File: config.mk
export PLATFORM = sky130hd
export DESIGN_NAME = oscillation_stop_monitor
export DESIGN_NICKNAME = d
export VERILOG_FILES = /design/src/pkg/osc_monitor_pkg.sv /design/src/pkg/osc_watch_if.sv /design/src/logic/stop_time_counter.sv /design/src/logic/oscillation_stop_monitor.sv
export SDC_FILE = /design/constraint.sdc
export NUM_CORES = 1
export LEC_CHECK = 0
export ABC_CLOCK_PERIOD_IN_PS = 2200
export BUFFER_PORTS_ARGS = -buffer_cell sky130_fd_sc_hd__buf_2
export CORE_MARGIN = 2
export CORE_UTILIZATION = 46
export CTS_BUF_LIST = sky130_fd_sc_hd__clkbuf_8
export DETAILED_ROUTE_END_ITERATION = 10
export PLACE_DENSITY = 0.75
export SYNTH_ARGS = -nofsm -noshare
export SYNTH_HDL_FRONTEND = slang
export SYNTH_SLANG_ARGS = --single-unit
File: constraint.sdc
create_clock -name clk_sys_i -period 2.2 [get_ports clk_sys_i]
set_input_delay 0.55 -clock clk_sys_i [delete_from_list [all_inputs] [get_ports clk_sys_i]]
set_output_delay 0.55 -clock clk_sys_i [all_outputs]
set_load 0.03 [all_outputs]
File: src/pkg/osc_monitor_pkg.sv
package osc_monitor_pkg;
  // ----------------------------------------
  // field layout
  // ----------------------------------------
  localparam int CMP_W = 12;
  localparam logic [7:0] MODE_KEY = 8'h3C;
  localparam logic [CMP_W-1:0] CMP_RESET = 12'h0FFF;
  localparam logic [CMP_W-1:0] CMP_MIN = 12'h0003;
  localparam int MODE_KEY_LSB = 8;
  localparam int MODE_TARGET_BIT = 0;
  localparam int MODE_ACTION_BIT = 1;
  localparam logic TARGET_MAIN = 1'b0;
  localparam logic TARGET_SUB = 1'b1;
  localparam logic ACTION_IRQ = 1'b0;
  localparam logic ACTION_RESET = 1'b1;
  localparam int HOCO_DIV = 8;
  typedef enum logic [1:0] {
    CPU_SRC_MAIN,
    CPU_SRC_PLL_MAIN,
    CPU_SRC_SUB,
    CPU_SRC_OTHER
  } cpu_src_t;
  typedef enum logic [1:0] {
    CPU_CLK_NORMAL,
    CPU_CLK_HOCO_DIV8,
    CPU_CLK_LOW_SPEED
  } cpu_clk_sel_t;
endpackage

File: src/pkg/osc_watch_if.sv
`timescale 1ns/1ps
interface osc_watch_if;
  logic enable;
  logic restart;
  logic [osc_monitor_pkg::CMP_W-1:0] compare;
  logic low_speed_tick;
  logic expired;
  modport ctrl (output enable, output restart, output compare,
    output low_speed_tick, input expired);
  modport counter (input enable, input restart, input compare,
    input low_speed_tick, output expired);
endinterface

File: src/logic/stop_time_counter.sv
`timescale 1ns/1ps
module stop_time_counter (
  input wire logic clk_sys_i,
  input wire logic rst_i,
  osc_watch_if.counter watch
);
  import osc_monitor_pkg::*;

  logic [CMP_W:0] count;

  // ----------------------------------------
  // low-speed cycle count
  // ----------------------------------------
  // extra bit so compare 0xFFF + 1 does not wrap
  always_ff @(posedge clk_sys_i) begin
    if (rst_i || !watch.enable || watch.restart) begin
      count <= '0;
    end else if (watch.low_speed_tick && !watch.expired) begin
      count <= count + 1'b1;
    end
  end

  always_ff @(posedge clk_sys_i) begin
    if (rst_i || !watch.enable || watch.restart) begin
      watch.expired <= 1'b0;
    end else if (watch.low_speed_tick &&
                 (count + 1'b1) >= ({1'b0, watch.compare} + 1'b1)) begin
      watch.expired <= 1'b1;
    end
  end
endmodule

File: src/logic/oscillation_stop_monitor.sv
`timescale 1ns/1ps
module oscillation_stop_monitor (
  input wire logic clk_sys_i,
  input wire logic rst_i,
  input wire logic internal_reset_i,
  input wire logic main_system_clock_i,
  input wire logic sub_system_clock_i,
  input wire logic low_speed_internal_osc_i,
  input wire logic monitor_clock_gate_enable_i,
  input wire logic mode_wr_i,
  input wire logic [15:0] mode_wdata_i,
  input wire logic ctrl_wr_i,
  input wire logic [15:0] ctrl_wdata_i,
  input wire logic status_wr_i,
  input wire logic [7:0] status_wdata_i,
  input wire logic deep_sleep_i,
  input wire logic standby_release_i,
  input wire logic low_speed_clock_source_select_i,
  input wire logic wdog_standby_run_i,
  input wire logic wdog_enable_option_i,
  input wire osc_monitor_pkg::cpu_src_t cpu_src_i,
  output logic [15:0] clock_monitor_mode_reg_o,
  output logic [15:0] clock_monitor_control_reg_o,
  output logic [7:0] clock_monitor_status_reg_o,
  output logic stop_irq_o,
  output logic stop_reset_o,
  output osc_monitor_pkg::cpu_clk_sel_t cpu_clk_sel_o
);
  import osc_monitor_pkg::*;

  logic target_sel;
  logic action_sel;
  logic run_enable;
  logic [CMP_W-1:0] compare;
  logic stop_flag;
  logic sleeping;
  logic [1:0] main_sync;
  logic [1:0] sub_sync;
  logic [1:0] lso_sync;
  logic watched_prev;
  logic lso_prev;
  logic expired_prev;
  logic expired_rise;
  cpu_clk_sel_t next_cpu_sel;
  osc_watch_if watch ();

  // ----------------------------------------
  // pin synchronisers
  // ----------------------------------------
  always_ff @(posedge clk_sys_i) begin
    if (rst_i) begin
      main_sync <= 2'h0;
      sub_sync <= 2'h0;
      lso_sync <= 2'h0;
    end else begin
      main_sync <= {main_sync[0], main_system_clock_i};
      sub_sync <= {sub_sync[0], sub_system_clock_i};
      lso_sync <= {lso_sync[0], low_speed_internal_osc_i};
    end
  end

  function automatic logic watched_level(input logic sel,
                                         input logic [1:0] m,
                                         input logic [1:0] s);
    watched_level = (sel == TARGET_SUB) ? s[1] : m[1];
  endfunction

  always_ff @(posedge clk_sys_i) begin
    if (rst_i) begin
      watched_prev <= 1'b0;
      lso_prev <= 1'b0;
    end else begin
      watched_prev <= watched_level(target_sel, main_sync, sub_sync);
      lso_prev <= lso_sync[1];
    end
  end

  // ----------------------------------------
  // mode register
  // ----------------------------------------
  always_ff @(posedge clk_sys_i) begin
    if (rst_i) begin
      target_sel <= TARGET_MAIN;
      action_sel <= ACTION_IRQ;
    end else if (mode_wr_i &&
                 mode_wdata_i[15:MODE_KEY_LSB] == MODE_KEY) begin
      target_sel <= mode_wdata_i[MODE_TARGET_BIT];
      action_sel <= mode_wdata_i[MODE_ACTION_BIT];
    end
  end

  // ----------------------------------------
  // control register
  // ----------------------------------------
  // compare accepted only while stopped; values below 3 are software's fault
  always_ff @(posedge clk_sys_i) begin
    if (rst_i || internal_reset_i) begin
      run_enable <= 1'b0;
      compare <= CMP_RESET;
    end else if (ctrl_wr_i) begin
      run_enable <= ctrl_wdata_i[15] && monitor_clock_gate_enable_i;
      if (!run_enable) begin
        compare <= ctrl_wdata_i[CMP_W-1:0];
      end
    end
  end

  // ----------------------------------------
  // deep sleep suspend
  // ----------------------------------------
  always_ff @(posedge clk_sys_i) begin
    if (rst_i || internal_reset_i) begin
      sleeping <= 1'b0;
    end else if (standby_release_i) begin
      sleeping <= 1'b0;
    end else if (deep_sleep_i) begin
      sleeping <= 1'b1;
    end
  end

  // ----------------------------------------
  // counter hookup
  // ----------------------------------------
  assign watch.enable = run_enable && !sleeping && monitor_clock_gate_enable_i
    && (low_speed_clock_source_select_i
        || (wdog_standby_run_i && wdog_enable_option_i));
  assign watch.restart =
    watched_level(target_sel, main_sync, sub_sync) != watched_prev;
  assign watch.compare = compare;
  assign watch.low_speed_tick = lso_sync[1] && !lso_prev;

  stop_time_counter u_counter (
    .clk_sys_i(clk_sys_i),
    .rst_i(rst_i),
    .watch(watch)
  );

  // ----------------------------------------
  // detection edge
  // ----------------------------------------
  // expired stays up until the watched clock moves; act once per stop.
  // not cleared by internal reset, else a still-high expired looks new
  always_ff @(posedge clk_sys_i) begin
    if (rst_i) begin
      expired_prev <= 1'b0;
    end else begin
      expired_prev <= watch.expired;
    end
  end

  assign expired_rise = watch.expired && !expired_prev;

  // ----------------------------------------
  // stop flag and outputs
  // ----------------------------------------
  // set wins over a same-cycle software clear
  always_ff @(posedge clk_sys_i) begin
    if (rst_i || internal_reset_i) begin
      stop_flag <= 1'b0;
    end else if (expired_rise) begin
      stop_flag <= 1'b1;
    end else if (status_wr_i && !status_wdata_i[0]) begin
      stop_flag <= 1'b0;
    end
  end

  always_ff @(posedge clk_sys_i) begin
    if (rst_i || internal_reset_i) begin
      stop_irq_o <= 1'b0;
      stop_reset_o <= 1'b0;
    end else begin
      stop_irq_o <= expired_rise && action_sel == ACTION_IRQ;
      stop_reset_o <= expired_rise && action_sel == ACTION_RESET;
    end
  end

  always_comb begin
    next_cpu_sel = cpu_clk_sel_o;
    if (expired_rise && target_sel == TARGET_MAIN &&
        (cpu_src_i == CPU_SRC_MAIN || cpu_src_i == CPU_SRC_PLL_MAIN)) begin
      next_cpu_sel = CPU_CLK_HOCO_DIV8;
    end else if (expired_rise && target_sel == TARGET_SUB &&
                 cpu_src_i == CPU_SRC_SUB) begin
      next_cpu_sel = CPU_CLK_LOW_SPEED;
    end else if (status_wr_i && !status_wdata_i[0]) begin
      next_cpu_sel = CPU_CLK_NORMAL;
    end
  end

  always_ff @(posedge clk_sys_i) begin
    if (rst_i) begin
      cpu_clk_sel_o <= CPU_CLK_NORMAL;
    end else begin
      cpu_clk_sel_o <= next_cpu_sel;
    end
  end

  always_ff @(posedge clk_sys_i) begin
    if (rst_i) begin
      clock_monitor_mode_reg_o <= 16'h0000;
      clock_monitor_control_reg_o <= {4'h0, CMP_RESET};
      clock_monitor_status_reg_o <= 8'h00;
    end else begin
      clock_monitor_mode_reg_o <= {14'h0000, action_sel, target_sel};
      clock_monitor_control_reg_o <= {run_enable, 3'h0, compare};
      clock_monitor_status_reg_o <= {7'h00, stop_flag};
    end
  end
endmodule

# Word level (Yosys, flattened, before mapping)
# Cells that the tools add are included.
word_totals:
  register_bits: 84
  latch_bits: 0
  mem_bits_rw: 0
  rom_bits: 0
  inputBits: 57
  elab_cells: 75
  mem_count: 0
classes:
  addsub: 2
  n_mul: 0
  n_div: 0
  n_lt_le_gt_ge: 1
  eq_ne: 4
  shift: 0
  n_mux: 6
  bitwise_logic: 3
  n_reduce_logical: 35
op_table:
  columns: ["operator", "n"]
  rows:
  - ["logical AND 1 bit", 17]
  - ["adder 12 x 1 -> 13 bit, second input constant", 1]
  - ["adder 13 x 1 -> 13 bit, second input constant", 1]
  - [">= comparator 13 bit", 1]
  - ["equality test 8 x 6 -> 1 bit, second input constant", 1]
  - ["zero test 1 bit", 6]
  - ["logical OR 1 bit", 5]
  - ["two-way mux 1 bit", 4]
  - ["two-way mux 2 bit", 2]
  - ["nonzero test 2 bit", 2]
  - ["OR reduction 2 bit", 2]
  - ["NOT 1 bit", 3]
  - ["nonzero test 3 bit", 1]
  - ["equality test 2 x 1 -> 1 bit, second input constant", 1]
  - ["equality test 2 bit, second input constant", 1]
  - ["zero test 2 bit", 1]
  - ["AND reduction 2 bit", 1]
  - ["inequality test 1 bit", 1]

# Depth between registers and ports, before layout
# Gate-level depths: netlist of run 1.
logic_depth:
  word_depth: 7
  mapped_depth: 12

# Modules after synthesis
# Synthesis of run 1 repeated with hierarchy kept, for this count alone.
unflattened:
  hier_cells: 326
  area_unflattened_um2: 2887.8
by_module_without_submodules:
  columns: ["mod", "instances", "cells_each", "area_per_inst_um2", "seq_area_each_um2"]
  rows:
  - ["oscillation_stop_monitor", 1, 175, 1675.4, 920.9]
  - ["stop_time_counter", 1, 151, 1212.4, 280.3]

# Least setup slack after synthesis of run 1
# Ideal clock, no wire load.
synth_timing:
  kind: "register to register"
  start: "register u_counter.count[0]"
  end: "register u_counter.watch.expired"
  setup_ps: 86
  t_arrival_ps: 2180
  t_required_ps: 2114
  path_slack_ps: -66
  path_stages_with_launch: 13
  period_less_slack_ps: 2266
  cell_sequence: "dfxtp_1 > ha_1 > and3_1 > buf_4 > and4_1 > buf_4 > nand3_1 > xnor2_1 > ha_1 > nand4_1 > nor3_1 > nand2_1 > a211oi_1"
synth_via:
  elab_chain_cells: 3
synth_rtl:
  columns: ["element", "line_no", "rtl"]
  rows:
  - ["from (decl)", "stop_time_counter.sv:9", "logic [CMP_W:0] count;"]
  - ["from (signal assigned)", "stop_time_counter.sv:19", "count <= count + 1'b1;"]
  - ["adder 13 x 1 -> 13 bit", "stop_time_counter.sv:27", "(count + 1'b1) >= ({1'b0, watch.compare} + 1'b1)) begin"]
  - [">= comparator 13 bit", "stop_time_counter.sv:27", null]
  - ["logical AND 1 bit", "stop_time_counter.sv:26", "end else if (watch.low_speed_tick &&"]
  - ["to (signal assigned)", "stop_time_counter.sv:25", "watch.expired <= 1'b0;"]
  - ["to (signal assigned)", "stop_time_counter.sv:28", "watch.expired <= 1'b1;"]
  - ["to (decl)", "osc_watch_if.sv:11", "input low_speed_tick, output expired);"]
# No other way between the ends.
# A chain may end at the register's enable or synchronous reset.

# Final worst setup path of run 1
layout_timing:
  start: "register u_counter.count[1]"
  end: "register u_counter.watch.expired"
# Same word-level chain as after synthesis.

==> summary.md, run 1 <==
| Metric | Value |
|---|---|
| Max Cap Violations | `0` |
| Sink Count | `60` |
| 1st-iter DRT viols | `58` |
| Cell Int Power | `1.86 mW` |
| Std cell rows | `28` |
| Placed Cells | `~470` |
| Largest net degree at the start of global routing | `17` |
| Critical path peak fanout | `4` |
| Failing checks | `setup timing` |
| Startpoint types | `register` |
| Post-synthesis instance total | `320` |
| Seq cells post-synth | `60` |
| Fin. Hold Viols | `0` |
| Worst slew pin tran | `0.572 ns` |
| Pleak | `1.63 nW` |
| Post-DRT Antenna Nets | `0` |
| RSZ-0062 raised after global routing | `true` |
| Part of the power in registers | `between 40 and 50%` |
| Skew final | `0.00485 ns` |
| Most used flip-flop cell after synthesis | `dfxtp_1` |
| Setup violators final | `1` |
| I/O Buffers | `60` |
| R2R setup slack | `-0.002 ns` |
| CP startpoint | `u_counter.count[1]` |
| First drt pass iteration count | `4` |
| Synth top area cells | `dfxtp_1 42%, buf_4 6.8%, ha_1 6.6%` |
| Arr. time, crit path | `2.42 ns` |
| CTS Buf Count | `9` |
| Max VDD drop | `452 uV` |
| Cell with the most instances after synthesis | `dfxtp_1` |
| Die width | `82.8 um` |
| Non-Filler Instances | `just under 500` |
| Max Buffers Root-to-Sink | `2` |
| Clock share of power | `42.8%` |
| Via count | `2296` |
| Max Freq | `0.454 GHz` |
| Sw Ratio | `approximately a quarter` |
| Clock Latency Late Sink | `0.33 ns` |
| Hold Path Origin | `standby_release_i` |
| Netlist cell types | `37` |
| Final Net Count | `477` |
| EDFF count, synth | `0` |
| GRT Util Overall | `16.8%` |
| CTS tree | `built` |
| Grt ovf | `0` |
| Vias in the first global route | `2155` |
| GP Congestion | `0.767` |
| Yosys warns | `0` |
| Ys async rst share | `0%` |
| Routed wire length | `5.70 mm` |
| RR Startpoint | `u_counter.count[1]` |
| N_diodes | `0` |
| Slew Viols, Final | `0` |
| Status | `finished, violations left` |
| Share of the synthesized area in the top cell type | `42.0%` |
| GR Util met1 | `21.0%` |
| WS Path Type | `reg2reg` |
| Global-route wire length before repair | `9.51 mm` |
| Cell area after synthesis | `0.00286 sq mm` |
| Met3 usage | `under 10%` |
| Die area | `~0.0069 sq mm` |
| CP required | `between 2 and 2.5 ns` |
| Worst setup EP type | `register` |
| Post-synthesis sequential area ratio | `42.0%` |
| WL/cell | `11.7 um` |
| Synth area leader | `dfxtp_1` |
| Area Growth Syn to Fin | `26.6%` |
| Clk root buf | `clkbuf_8` |
| Final HPWL DP | `approximately 4.2 mm` |
| Gate power share | `12.4%` |
| Final Hold Slack | `roughly 0.36 ns` |
| Min cycle time layout | `2.20 ns` |
| Psw | `about 0.63 mW` |
| Hold-fix buffers at CTS | `0` |
| Final period utilization | `100%` |
| Ports | `between 100 and 150` |
| Grt peak-use layer | `met2` |
| Die Ht | `roughly 83 um` |
| H-tree depth | `3` |
| Clock transition at path regs | `roughly 0.070 ns` |
| Slew HR | `61.3%` |
| Top cells by count, synth | `60 x dfxtp_1, 39 x nand2_1, 28 x nand3_1` |
| Via density | `4.73` |
| DRC Markers | `0` |
| Total power | `2.49 mW` |
| Met2 Usage GRT | `27.5%` |
| Antenna violations before repair | `0` |
| Layout cells sized above 1 | `32.9%` |
| Hold/Removal Path Class | `in2reg` |
| Fin worst setup slack | `-0.00162 ns` |
| Avg Inst Size Synth | `8.93 sq um` |
| PwrDens | `690 mW/mm^2` |
| CORE AREA | `slightly below 0.006 sq mm` |
| Initial core utilization | `48.0%` |
flip-flops by register name, indices dropped and copies added, names as in the netlist, 2 cells and up:
register and count:
clock_monitor_control_reg_o 13, clock_monitor_mode_reg_o 2, compare 12, cpu_clk_sel_o 2, lso_sync 2, main_sync 2
sub_sync 2, u_counter.count 13
final timing paths:
check                             to  cells after the start
max reg2reg  u_counter.watch.expired                     10
max          u_counter.watch.expired                     10
min                         sleeping                      2
min reg2reg              sub_sync[1]                      1
routing by layer:
metal | share of wire [%] | vias to the layer above
met1 | 46 | 1054
li1 | - | 1187
met4 | 1.1 | 0
met3 | 4.2 | 6
met2 | 49 | 49
met5 | 0 | -
cell type report:
| class | count | area (sq um) |
|---|---|---|
| fillers | 512 | 2340 |
| flip-flops and latches | 60 | 1210 |
| clock inverters | 7 | 91.3 |
| well taps | 75 | 93.8 |
| multi-input cells | 244 | 1590 |
| repair buffers | 86 | 495 |
| clock buffers | 9 | 124 |
| inverters | 4 | 15.0 |
worst max-delay path, cell delays in order, from the launching register on:
cell	delay [ns]
dfxtp_4	0.37
ha_4	0.15
and3_4	0.19
and4_4	0.24
nand2_2	0.07
xnor2_2	0.20
ha_4	0.25
a21oi_2	0.17
a21oi_2	0.08
nor4_2	0.28
a211oi_2	0.10
repair_timing:
action / CTS / global route
cloned: 0 / 0
setup endpoints to repair: 1 / 1
gates resized for setup: 7 / 9
pin swaps: 5 / 3
setup buffers: 1 / 0
cell families (layout without fill, tap and decap cells):
group / Yosys count / count (layout) / share of synthesized area [%]
xor gates and xnor gates: 32 / 32 / 9.81
other: 1 / 24 / 0.131
AOI/OAI and AO/OA: 21 / 21 / 4.21
and+or+nand+nor: 148 / 148 / 27.2
muxes: 4 / 4 / 1.40
DFF: 60 / 60 / 42.0
adders and majority gates: 15 / 15 / 6.57
buffers and inverters: 39 / 106 / 8.59
stage by stage:
step / utilization (%) / area (sq um) / TNS [ns] / worst slack [ns]
floorplan: - / 2970 / 0 / 0.00110
global placement: 55.7 / 3310 / 0 / 0.0114
detailed placement: 55.7 / 3310 / -0.0631 / -0.0631
CTS: 59.9 / 3570 / 0 / 0.0195
global route: 60.7 / 3620 / -0.128 / -0.128
finish: 60.7 / 3620 / -0.00162 / -0.00162
power by group through the flow:
stage                     Sequential, mW  Combinational [mW]  Clock [mW]
after global placement              1.14               0.289           0
after global routing                1.12               0.342        1.14
after floorplan                     1.16               0.223           0
after detailed placement            1.14               0.298           0
final                               1.12               0.309        1.07
after CTS                           1.12               0.299        1.08
cell usage in the layout (no fill, tap or decap), types with 2 or more instances in the layout:
cell type and count:
buf_2 60, dfxtp_1 58, nand2_1 38, buf_4 26, nand3_1 25, conb_1 24, nor2_1 22, xor2_1 19
nor2b_1 16, ha_1 13, or2_2 12, xnor2_1 11, clkbuf_8 9, o21ai_0 6, a21oi_1 6, and3_1 5
nand4_1 5, inv_1 4, mux2i_1 4, nand3_2 3, nand2b_1 3, clkinv_2 3, xnor2_2 2, or3_1 2
nand4b_1 2, nor3_1 2, a31oi_1 2, a211oi_1 2, a21oi_2 2, ha_4 2, bufinv_16 2, dfxtp_4 2
Power figures use the tool's default switching activity.
==> run 2, diff against run 1 <==
--- a/config.mk
+++ b/config.mk
@@ -11,6 +11,7 @@
 export CORE_UTILIZATION = 46
 export CTS_BUF_LIST = sky130_fd_sc_hd__clkbuf_8
 export DETAILED_ROUTE_END_ITERATION = 10
+export MAX_ROUTING_LAYER = met4
 export PLACE_DENSITY = 0.75
 export SYNTH_ARGS = -nofsm -noshare
 export SYNTH_HDL_FRONTEND = slang
==> summary.md, run 2 (synthesis gave the netlist of run 1 again) <==
| Metric | Value |
|---|---|
| Status | `finished, violations left (unchanged)` |
| Failing checks | `setup timing (unchanged)` |
| DP Worst Slack | `-0.0631 ns (unchanged)` |
| Via density | `4.72 (was 4.73)` |
| Global-route wire length before repair | `9.50 mm (was 9.51 mm)` |
| Via count | `2290 (was 2296)` |
| Max stage delay cell, worst path | `dfxtp_4 (unchanged)` |
| Min cycle time layout | `2.20 ns (about the same)` |
| Grt ovf | `0 (unchanged)` |
| Max VDD drop | `452 uV (about the same)` |
| Area Growth Syn to Fin | `26.6% (unchanged)` |
| Arr. time, crit path | `2.42 ns (about the same)` |
| Most frequent cells in the layout | `60 x buf_2, 58 x dfxtp_1, 38 x nand2_1, 26 x buf_4, 25 x nand3_1 (unchanged)` |
| CTS tree | `built (unchanged)` |
| N_diodes | `0 (unchanged)` |
| Final Net Count | `477 (unchanged)` |
| Vias in the first global route | `2157 (was 2155)` |
| Final period utilization | `100% (about the same)` |
| Pleak | `1.63 nW (unchanged)` |
| Clock Latency Late Sink | `0.34 ns (was 0.33 ns)` |
| Die area | `0.00686 sq mm (unchanged)` |
| GRT Util Overall | `17.3% (was 16.8%)` |
| I/O Buffers | `60 (unchanged)` |
| CTS Buf Count | `9 (unchanged)` |
| Post-DRT Antenna Nets | `0 (unchanged)` |
| Initial core utilization | `48.0% (unchanged)` |
| Std cell rows | `28 (unchanged)` |
| Worst setup EP type | `register (unchanged)` |
| Antenna violations before repair | `0 (unchanged)` |
| DRC Markers | `0 (unchanged)` |
| Die width | `82.8 um (unchanged)` |
| H-tree depth | `3 (unchanged)` |
| Max Freq | `0.454 GHz (about the same)` |
| Max Buffers Root-to-Sink | `2 (unchanged)` |
| Clk root buf | `clkbuf_8 (unchanged)` |
| Clock share of power | `42.8% (about the same)` |
| Max Cap Violations | `0 (unchanged)` |
| Hold/Removal Path Class | `in2reg (unchanged)` |
| Part of the power in registers | `44.9% (about the same)` |
| Sw Ratio | `25.5% (was 25.4%)` |
| Non-Filler Instances | `485 (unchanged)` |
| CORE AREA | `0.00596 sq mm (unchanged)` |
| Slew Viols, Final | `0 (unchanged)` |
| Final Hold Slack | `0.362 ns (about the same)` |
| Final HPWL DP | `4.18 mm (unchanged)` |
| Hold-fix buffers at CTS | `0 (unchanged)` |
| Critical Path, Cell by Cell | `ha_4 > and3_4 > and4_4 > nand2_2 > xnor2_2 > ha_4 > a21oi_2 > a21oi_2 > nor4_2 > a211oi_2 (unchanged)` |
| Final core utilization | `60.7% (unchanged)` |
| Psw | `0.635 mW (was 0.634 mW)` |
| GP Congestion | `0.777 (was 0.767)` |
| Routed wire length | `5.70 mm (about the same)` |
| Placed Cells | `468 (unchanged)` |
| Die Ht | `82.8 um (unchanged)` |
| Regs by FF count | `clock_monitor_control_reg_o: 13 flops, u_counter.count: 13 flops, compare: 12 flops (unchanged)` |
| WL/cell | `11.7 um (about the same)` |
| Slew HR | `61.3% (unchanged)` |
| Ports | `101 (unchanged)` |
| CP required | `2.42 ns (about the same)` |
| Gate power share | `12.4% (about the same)` |
| Layout cells sized above 1 | `32.9% (unchanged)` |
| 1st-iter DRT viols | `64 (was 58)` |
| Placed cell areas | `0.00331 sq mm (unchanged)` |
| Largest net degree at the start of global routing | `17 (unchanged)` |
| Max incr delay on CP | `0.37 ns (about the same)` |
| First drt pass iteration count | `4 (unchanged)` |
| WS Path Type | `reg2reg (unchanged)` |
| Fin worst setup slack | `-0.00115 ns (was -0.00162 ns)` |
| Critical path peak fanout | `4 (unchanged)` |
| Commonest non-fill, non-tap cell in the layout | `buf_2 (unchanged)` |
| Cell Int Power | `1.86 mW (about the same)` |
| Clock transition at path regs | `0.07 ns (about the same)` |
| Startpoint types | `register (unchanged)` |
| Sink Count | `60 (unchanged)` |
| Worst slew pin tran | `0.572 ns (unchanged)` |
| PwrDens | `690 mW/mm^2 (about the same)` |
| Fin. Hold Viols | `0 (unchanged)` |
| Skew final | `0.00480 ns (was 0.00485 ns)` |
| Setup violators final | `1 (unchanged)` |
| RSZ-0062 raised after global routing | `true (unchanged)` |
| Finished layout cell area | `0.00362 sq mm (unchanged)` |
## run 2: cell counts in the layout (fill, tap and decap cells not counted)
Identical to the previous run, type by type.
## run 2: cell type report
type                            instances  area [sq um]
Fill cell                             512          2340
Multi-Input combinational cell        244          1590
Sequential cell                        60          1210
Timing Repair Buffer                   86           495
Clock buffer                            9           124
Tap cell                               75          93.8
Clock inverter                          7          91.3
Inverter                                4          15.0
## run 2: stage by stage
step	setup TNS [ns]	total power, mW
2_1_floorplan	0	1.38
3_3_place_gp	0	1.43
3_5_place_dp	-0.0631	1.44
4_1_cts	0	2.50
5_1_grt	-0.128	2.60
6_report	-0.00115	2.49
## run 2: what timing repair did
| action | in CTS | in global routing |
|---|---|---|
| setup endpoints to repair | 1 | 1 |
| pin swaps | 5 | 3 |
| gates cloned | 0 | 0 |
| setup buffers | 1 | 0 |
| gates resized for setup | 7 | 9 |
## run 2: critical path, delay by kind of cell (launching register included)
family	cells	cell delay (ns)
AOI/OAI and AO/OA	3	0.35
xor gates and xnor gates	1	0.20
DFF	1	0.37
adders and majority gates	2	0.40
and+or+nand+nor	4	0.78
## run 2: power by group through the flow
stage | clock network (mW) | registers, mW | logic [mW]
after floorplan | 0 | 1.16 | 0.223
after global placement | 0 | 1.14 | 0.289
after detailed placement | 0 | 1.14 | 0.298
after CTS | 1.08 | 1.12 | 0.299
after global routing | 1.14 | 1.12 | 0.342
final | 1.07 | 1.12 | 0.309
## run 2: layer usage
layer  GRT usage, %  up-vias  share of wire, %  routed length [um]
li1               -     1189                 -                   -
met1           21.0     1046                46                2610
met2           27.5       49                49                2780
met3           3.98        6               4.3                 247
met4           7.60        0               1.1                  60
met5              -        -                 0                   0
## run 2: path summary, 6_finish.rpt
path | to | depth (start not counted) | startpoint | slack (ns)
setup reg to reg | u_counter.watch.expired | 10 | u_counter.count[1] | -0.001
hold reg to reg | sub_sync[1] | 1 | sub_sync[0] | 0.44
hold / removal | sleeping | 2 | standby_release_i | 0.36
setup / recovery | u_counter.watch.expired | 10 | u_counter.count[1] | -0.001
==> run 3, diff against run 2 <==
--- a/config.mk
+++ b/config.mk
@@ -5,10 +5,11 @@
 export SDC_FILE = /design/constraint.sdc
 export NUM_CORES = 1
 export LEC_CHECK = 0
+export ABC_AREA = 1
 export ABC_CLOCK_PERIOD_IN_PS = 2200
 export BUFFER_PORTS_ARGS = -buffer_cell sky130_fd_sc_hd__buf_2
 export CORE_MARGIN = 2
-export CORE_UTILIZATION = 46
+export CORE_UTILIZATION = 47
 export CTS_BUF_LIST = sky130_fd_sc_hd__clkbuf_8
 export DETAILED_ROUTE_END_ITERATION = 10
 export MAX_ROUTING_LAYER = met4
==> summary.md, run 3 <==
| Metric | Value |
|---|---|
| Cell area after synthesis | `0.00296 sq mm (was 0.00286 sq mm)` |
| Antenna violations before repair | `0 (unchanged)` |
| EDFF count, synth | `0 (unchanged)` |
| Die Ht | `83.4 um (was 82.8 um)` |
| Met2 routed WL | `3.18 mm (was 2.78 mm)` |
| Hold depth | `2 (unchanged)` |
| Max layer used | `met4 (unchanged)` |
| Std cell rows | `28 (unchanged)` |
| Max VDD drop | `525 uV (was 452 uV)` |
| CTS tree | `built (unchanged)` |
| Most frequent cells in the layout | `69 x nand2_1, 60 x buf_2, 57 x inv_1, 54 x dfxtp_1, 29 x buf_4 (was 60 x buf_2, 58 x dfxtp_1, 38 x nand2_1, 26 x buf_4, 25 x nand3_1)` |
| Pleak | `1.90 nW (was 1.63 nW)` |
| Most used flip-flop cell after synthesis | `dfxtp_1 (unchanged)` |
| Netlist cell types | `36 (was 37)` |
| Share of the synthesized area in the top cell type | `40.5% (was 42.0%)` |
| Min cycle time layout | `2.23 ns (was 2.20 ns)` |
| Vias in the first global route | `2558 (was 2157)` |
| Synth top area cells | `dfxtp_1 41%, nand2_1 9.6%, inv_1 7.6% (was dfxtp_1 42%, buf_4 6.8%, ha_1 6.6%)` |
| GRT Util Overall | `18.9% (was 17.3%)` |
| Hold Path Origin | `standby_release_i (unchanged)` |
| Largest net degree at the start of global routing | `25 (was 17)` |
| I/O Buffers | `60 (unchanged)` |
| Sink Count | `60 (unchanged)` |
| Worst r2r dst | `u_counter.watch.expired (unchanged)` |
| Startpoint types | `register (unchanged)` |
| DP Worst Slack | `-0.210 ns (was -0.0631 ns)` |
| Grt ovf | `0 (unchanged)` |
| Worst slew pin tran | `0.709 ns (was 0.572 ns)` |
| Synth area leader | `dfxtp_1 (unchanged)` |
| RR Startpoint | `compare[0] (was u_counter.count[1])` |
| Max Cap Violations | `0 (unchanged)` |
| CP startpoint | `compare[0] (was u_counter.count[1])` |
| Seq cells post-synth | `60 (unchanged)` |
| Die area | `0.00695 sq mm (was 0.00686 sq mm)` |
| Post-DRT Antenna Nets | `0 (unchanged)` |
| PwrDens | `653 mW/mm^2 (was 690 mW/mm^2)` |
| Die width | `83.4 um (was 82.8 um)` |
| Layout cells sized above 1 | `32.2% (was 32.9%)` |
| Area Growth Syn to Fin | `27.8% (was 26.6%)` |
| FF+latch area | `0.00121 sq mm (about the same)` |
| Fin worst setup slack | `-0.0335 ns (was -0.00115 ns)` |
| Max Buffers Root-to-Sink | `2 (unchanged)` |
| Fin. Hold Viols | `0 (unchanged)` |
| Slew HR | `52.7% (was 61.3%)` |
| Ys async rst share | `0% (unchanged)` |
| 1st-iter DRT viols | `66 (was 64)` |
| Met1 WL | `2.73 mm (was 2.61 mm)` |
| Clock transition at path regs | `0.07 ns (about the same)` |
| Critical path peak fanout | `3 (was 4)` |
| Global-route wire length before repair | `10.5 mm (was 9.50 mm)` |
| Clk root buf | `clkbuf_8 (unchanged)` |
| Non-Filler Instances | `553 (was 485)` |
| Met3 wire len | `368 um (was 247 um)` |
| Hold path endpoint | `sleeping (unchanged)` |
| RSZ-0062 raised after global routing | `true (unchanged)` |
| Top cells by count, synth | `76 x nand2_1, 60 x dfxtp_1, 60 x inv_1 (was 60 x dfxtp_1, 39 x nand2_1, 28 x nand3_1)` |
| First drt pass iteration count | `4 (unchanged)` |
| Via count | `2611 (was 2290)` |
| Hold/Removal Path Class | `in2reg (unchanged)` |
| Avg Inst Size Synth | `7.76 sq um (was 8.93 sq um)` |
| Failing checks | `setup timing (unchanged)` |
| WL/cell | `11.5 um (was 11.7 um)` |
| Arr. time, crit path | `2.45 ns (was 2.42 ns)` |
| Placed Cells | `531 (was 468)` |
| Cell with the most instances after synthesis | `nand2_1 (was dfxtp_1)` |
| Status | `finished, violations left (unchanged)` |
| Worst setup EP type | `register (unchanged)` |
| Yosys warns | `0 (unchanged)` |
| Routed wire length | `6.36 mm (was 5.70 mm)` |
| Final period utilization | `102% (was 100%)` |
| Regs by FF count | `clock_monitor_control_reg_o: 13 flops, u_counter.count: 13 flops, compare: 12 flops (unchanged)` |
| WS Path Type | `reg2reg (unchanged)` |
| Slew Viols, Final | `0 (unchanged)` |
| Post-synthesis instance total | `382 (was 320)` |
| Setup violators final | `1 (unchanged)` |
| N_diodes | `0 (unchanged)` |
| Skew final | `0.00598 ns (was 0.00480 ns)` |
| Initial core utilization | `49.5% (was 48.0%)` |
| FF-to-FF path depth | `16 (was 10)` |
| DRC Markers | `0 (unchanged)` |
| CTS Buf Count | `9 (unchanged)` |
| Max Freq | `0.448 GHz (was 0.454 GHz)` |
| Clock Latency Late Sink | `0.34 ns (about the same)` |
| Final Net Count | `545 (was 477)` |
| Ports | `101 (unchanged)` |
| Final HPWL DP | `4.51 mm (was 4.18 mm)` |
| Post-synthesis sequential area ratio | `40.5% (was 42.0%)` |
| Via density | `4.72 (about the same)` |
| Hold-fix buffers at CTS | `0 (unchanged)` |
| Commonest non-fill, non-tap cell in the layout | `nand2_1 (was buf_2)` |
| CORE AREA | `0.00599 sq mm (was 0.00596 sq mm)` |
| H-tree depth | `3 (unchanged)` |
| CP required | `2.42 ns (about the same)` |
| R2R setup slack | `-0.03 ns (was -0.001 ns)` |
| Filler cells | `511 (was 512)` |
| Multi-input gate area | `0.00153 sq mm (was 0.00159 sq mm)` |
| GP Congestion | `0.861 (was 0.777)` |
run 3: cell types whose count changed after synthesis, sizes merged, moves of 5 or more:
cell    before  now
inv          4   62
nor2        23   36
o211ai       1   13
nand3       28   13
o21ai        6   16
nand2       39   77
and3         6    0
xnor2       13    2
a21oi        8   21
or2         12    2
clkbuf       7    2
nor2b       16    0
run 3: cell families after synthesis:
kind of cell	after synthesis	synth area share, %
AOI/OAI and AO/OA	55	11.1
xor gates and xnor gates	17	5.03
adders and majority gates	15	6.33
buffers and inverters	95	15.7
DFF	60	40.5
other	1	0.127
and+or+nand+nor	139	21.2
run 3: how the worst max path moves through the flow:
stage	endpoint	slack, ns	cells after the start
6_report	u_counter.watch.expired	-0.03	16
5_1_grt	u_counter.watch.expired	-0.19	16
3_3_place_gp	u_counter.watch.expired	-0.07	16
4_1_cts	u_counter.watch.expired	-0.06	16
3_5_place_dp	u_counter.watch.expired	-0.21	16
2_1_floorplan	u_counter.watch.expired	0.07	16
run 3: critical path, stage by stage, from the launching register on:
cell     delay [ns]
dfxtp_4        0.37
ha_4           0.15
nand3_4        0.07
inv_2          0.05
nand4_1        0.13
nor2_2         0.18
buf_4          0.14
xor2_1         0.16
ha_1           0.27
nand2_1        0.06
inv_1          0.05
nand2_1        0.06
nand2_1        0.08
a21oi_4        0.13
nand3_2        0.09
nand2_1        0.06
a21oi_1        0.06
run 3: metrics by stage:
stage               hold slack (ns)  instance area, sq um  TNS [ns]  power [mW]  utilization [%]
detailed placement            0.394                  3390    -0.210        1.47             56.5
global placement              0.391                  3390   -0.0718        1.46             56.5
global route                  0.369                  3790    -0.187        2.60             63.2
floorplan                     0.388                  3050         0        1.41                -
finish                        0.369                  3790   -0.0335        2.47             63.2
CTS                           0.354                  3630   -0.0603        2.44             60.6
run 3: layer usage:
| metal | vias up | global-route usage, % |
|---|---|---|
| li1 | 1332 | - |
| met1 | 1180 | 21.0 |
| met2 | 89 | 31.6 |
| met3 | 10 | 5.86 |
| met4 | 0 | 7.15 |
| met5 | - | - |
run 3: cell type report:
class | count | share of cell area [%]
clock buffers | 9 | 3.27
clock inverters | 7 | 1.78
inverters | 63 | 6.24
multi-input cells | 250 | 40.5
flip-flops and latches | 60 | 32.0
well taps | 75 | 2.48
repair buffers | 89 | 13.7
run 3: what timing repair did:
action,4_1_cts,5_1_grt
buffers inserted,1,5
gates cloned,0,0
setup endpoints to repair,1,1
gates resized for setup,11,31
pin swaps,8,17
run 3: power breakdown:
| part | switching (mW) | internal (mW) | leakage, nW |
|---|---|---|---|
| Combinational | 0.240 | 0.142 | 1.33 |
| Sequential | 0.0123 | 1.11 | 0.488 |
| Clock | 0.452 | 0.516 | 0.0910 |
| Total | 0.705 | 1.77 | 1.90 |
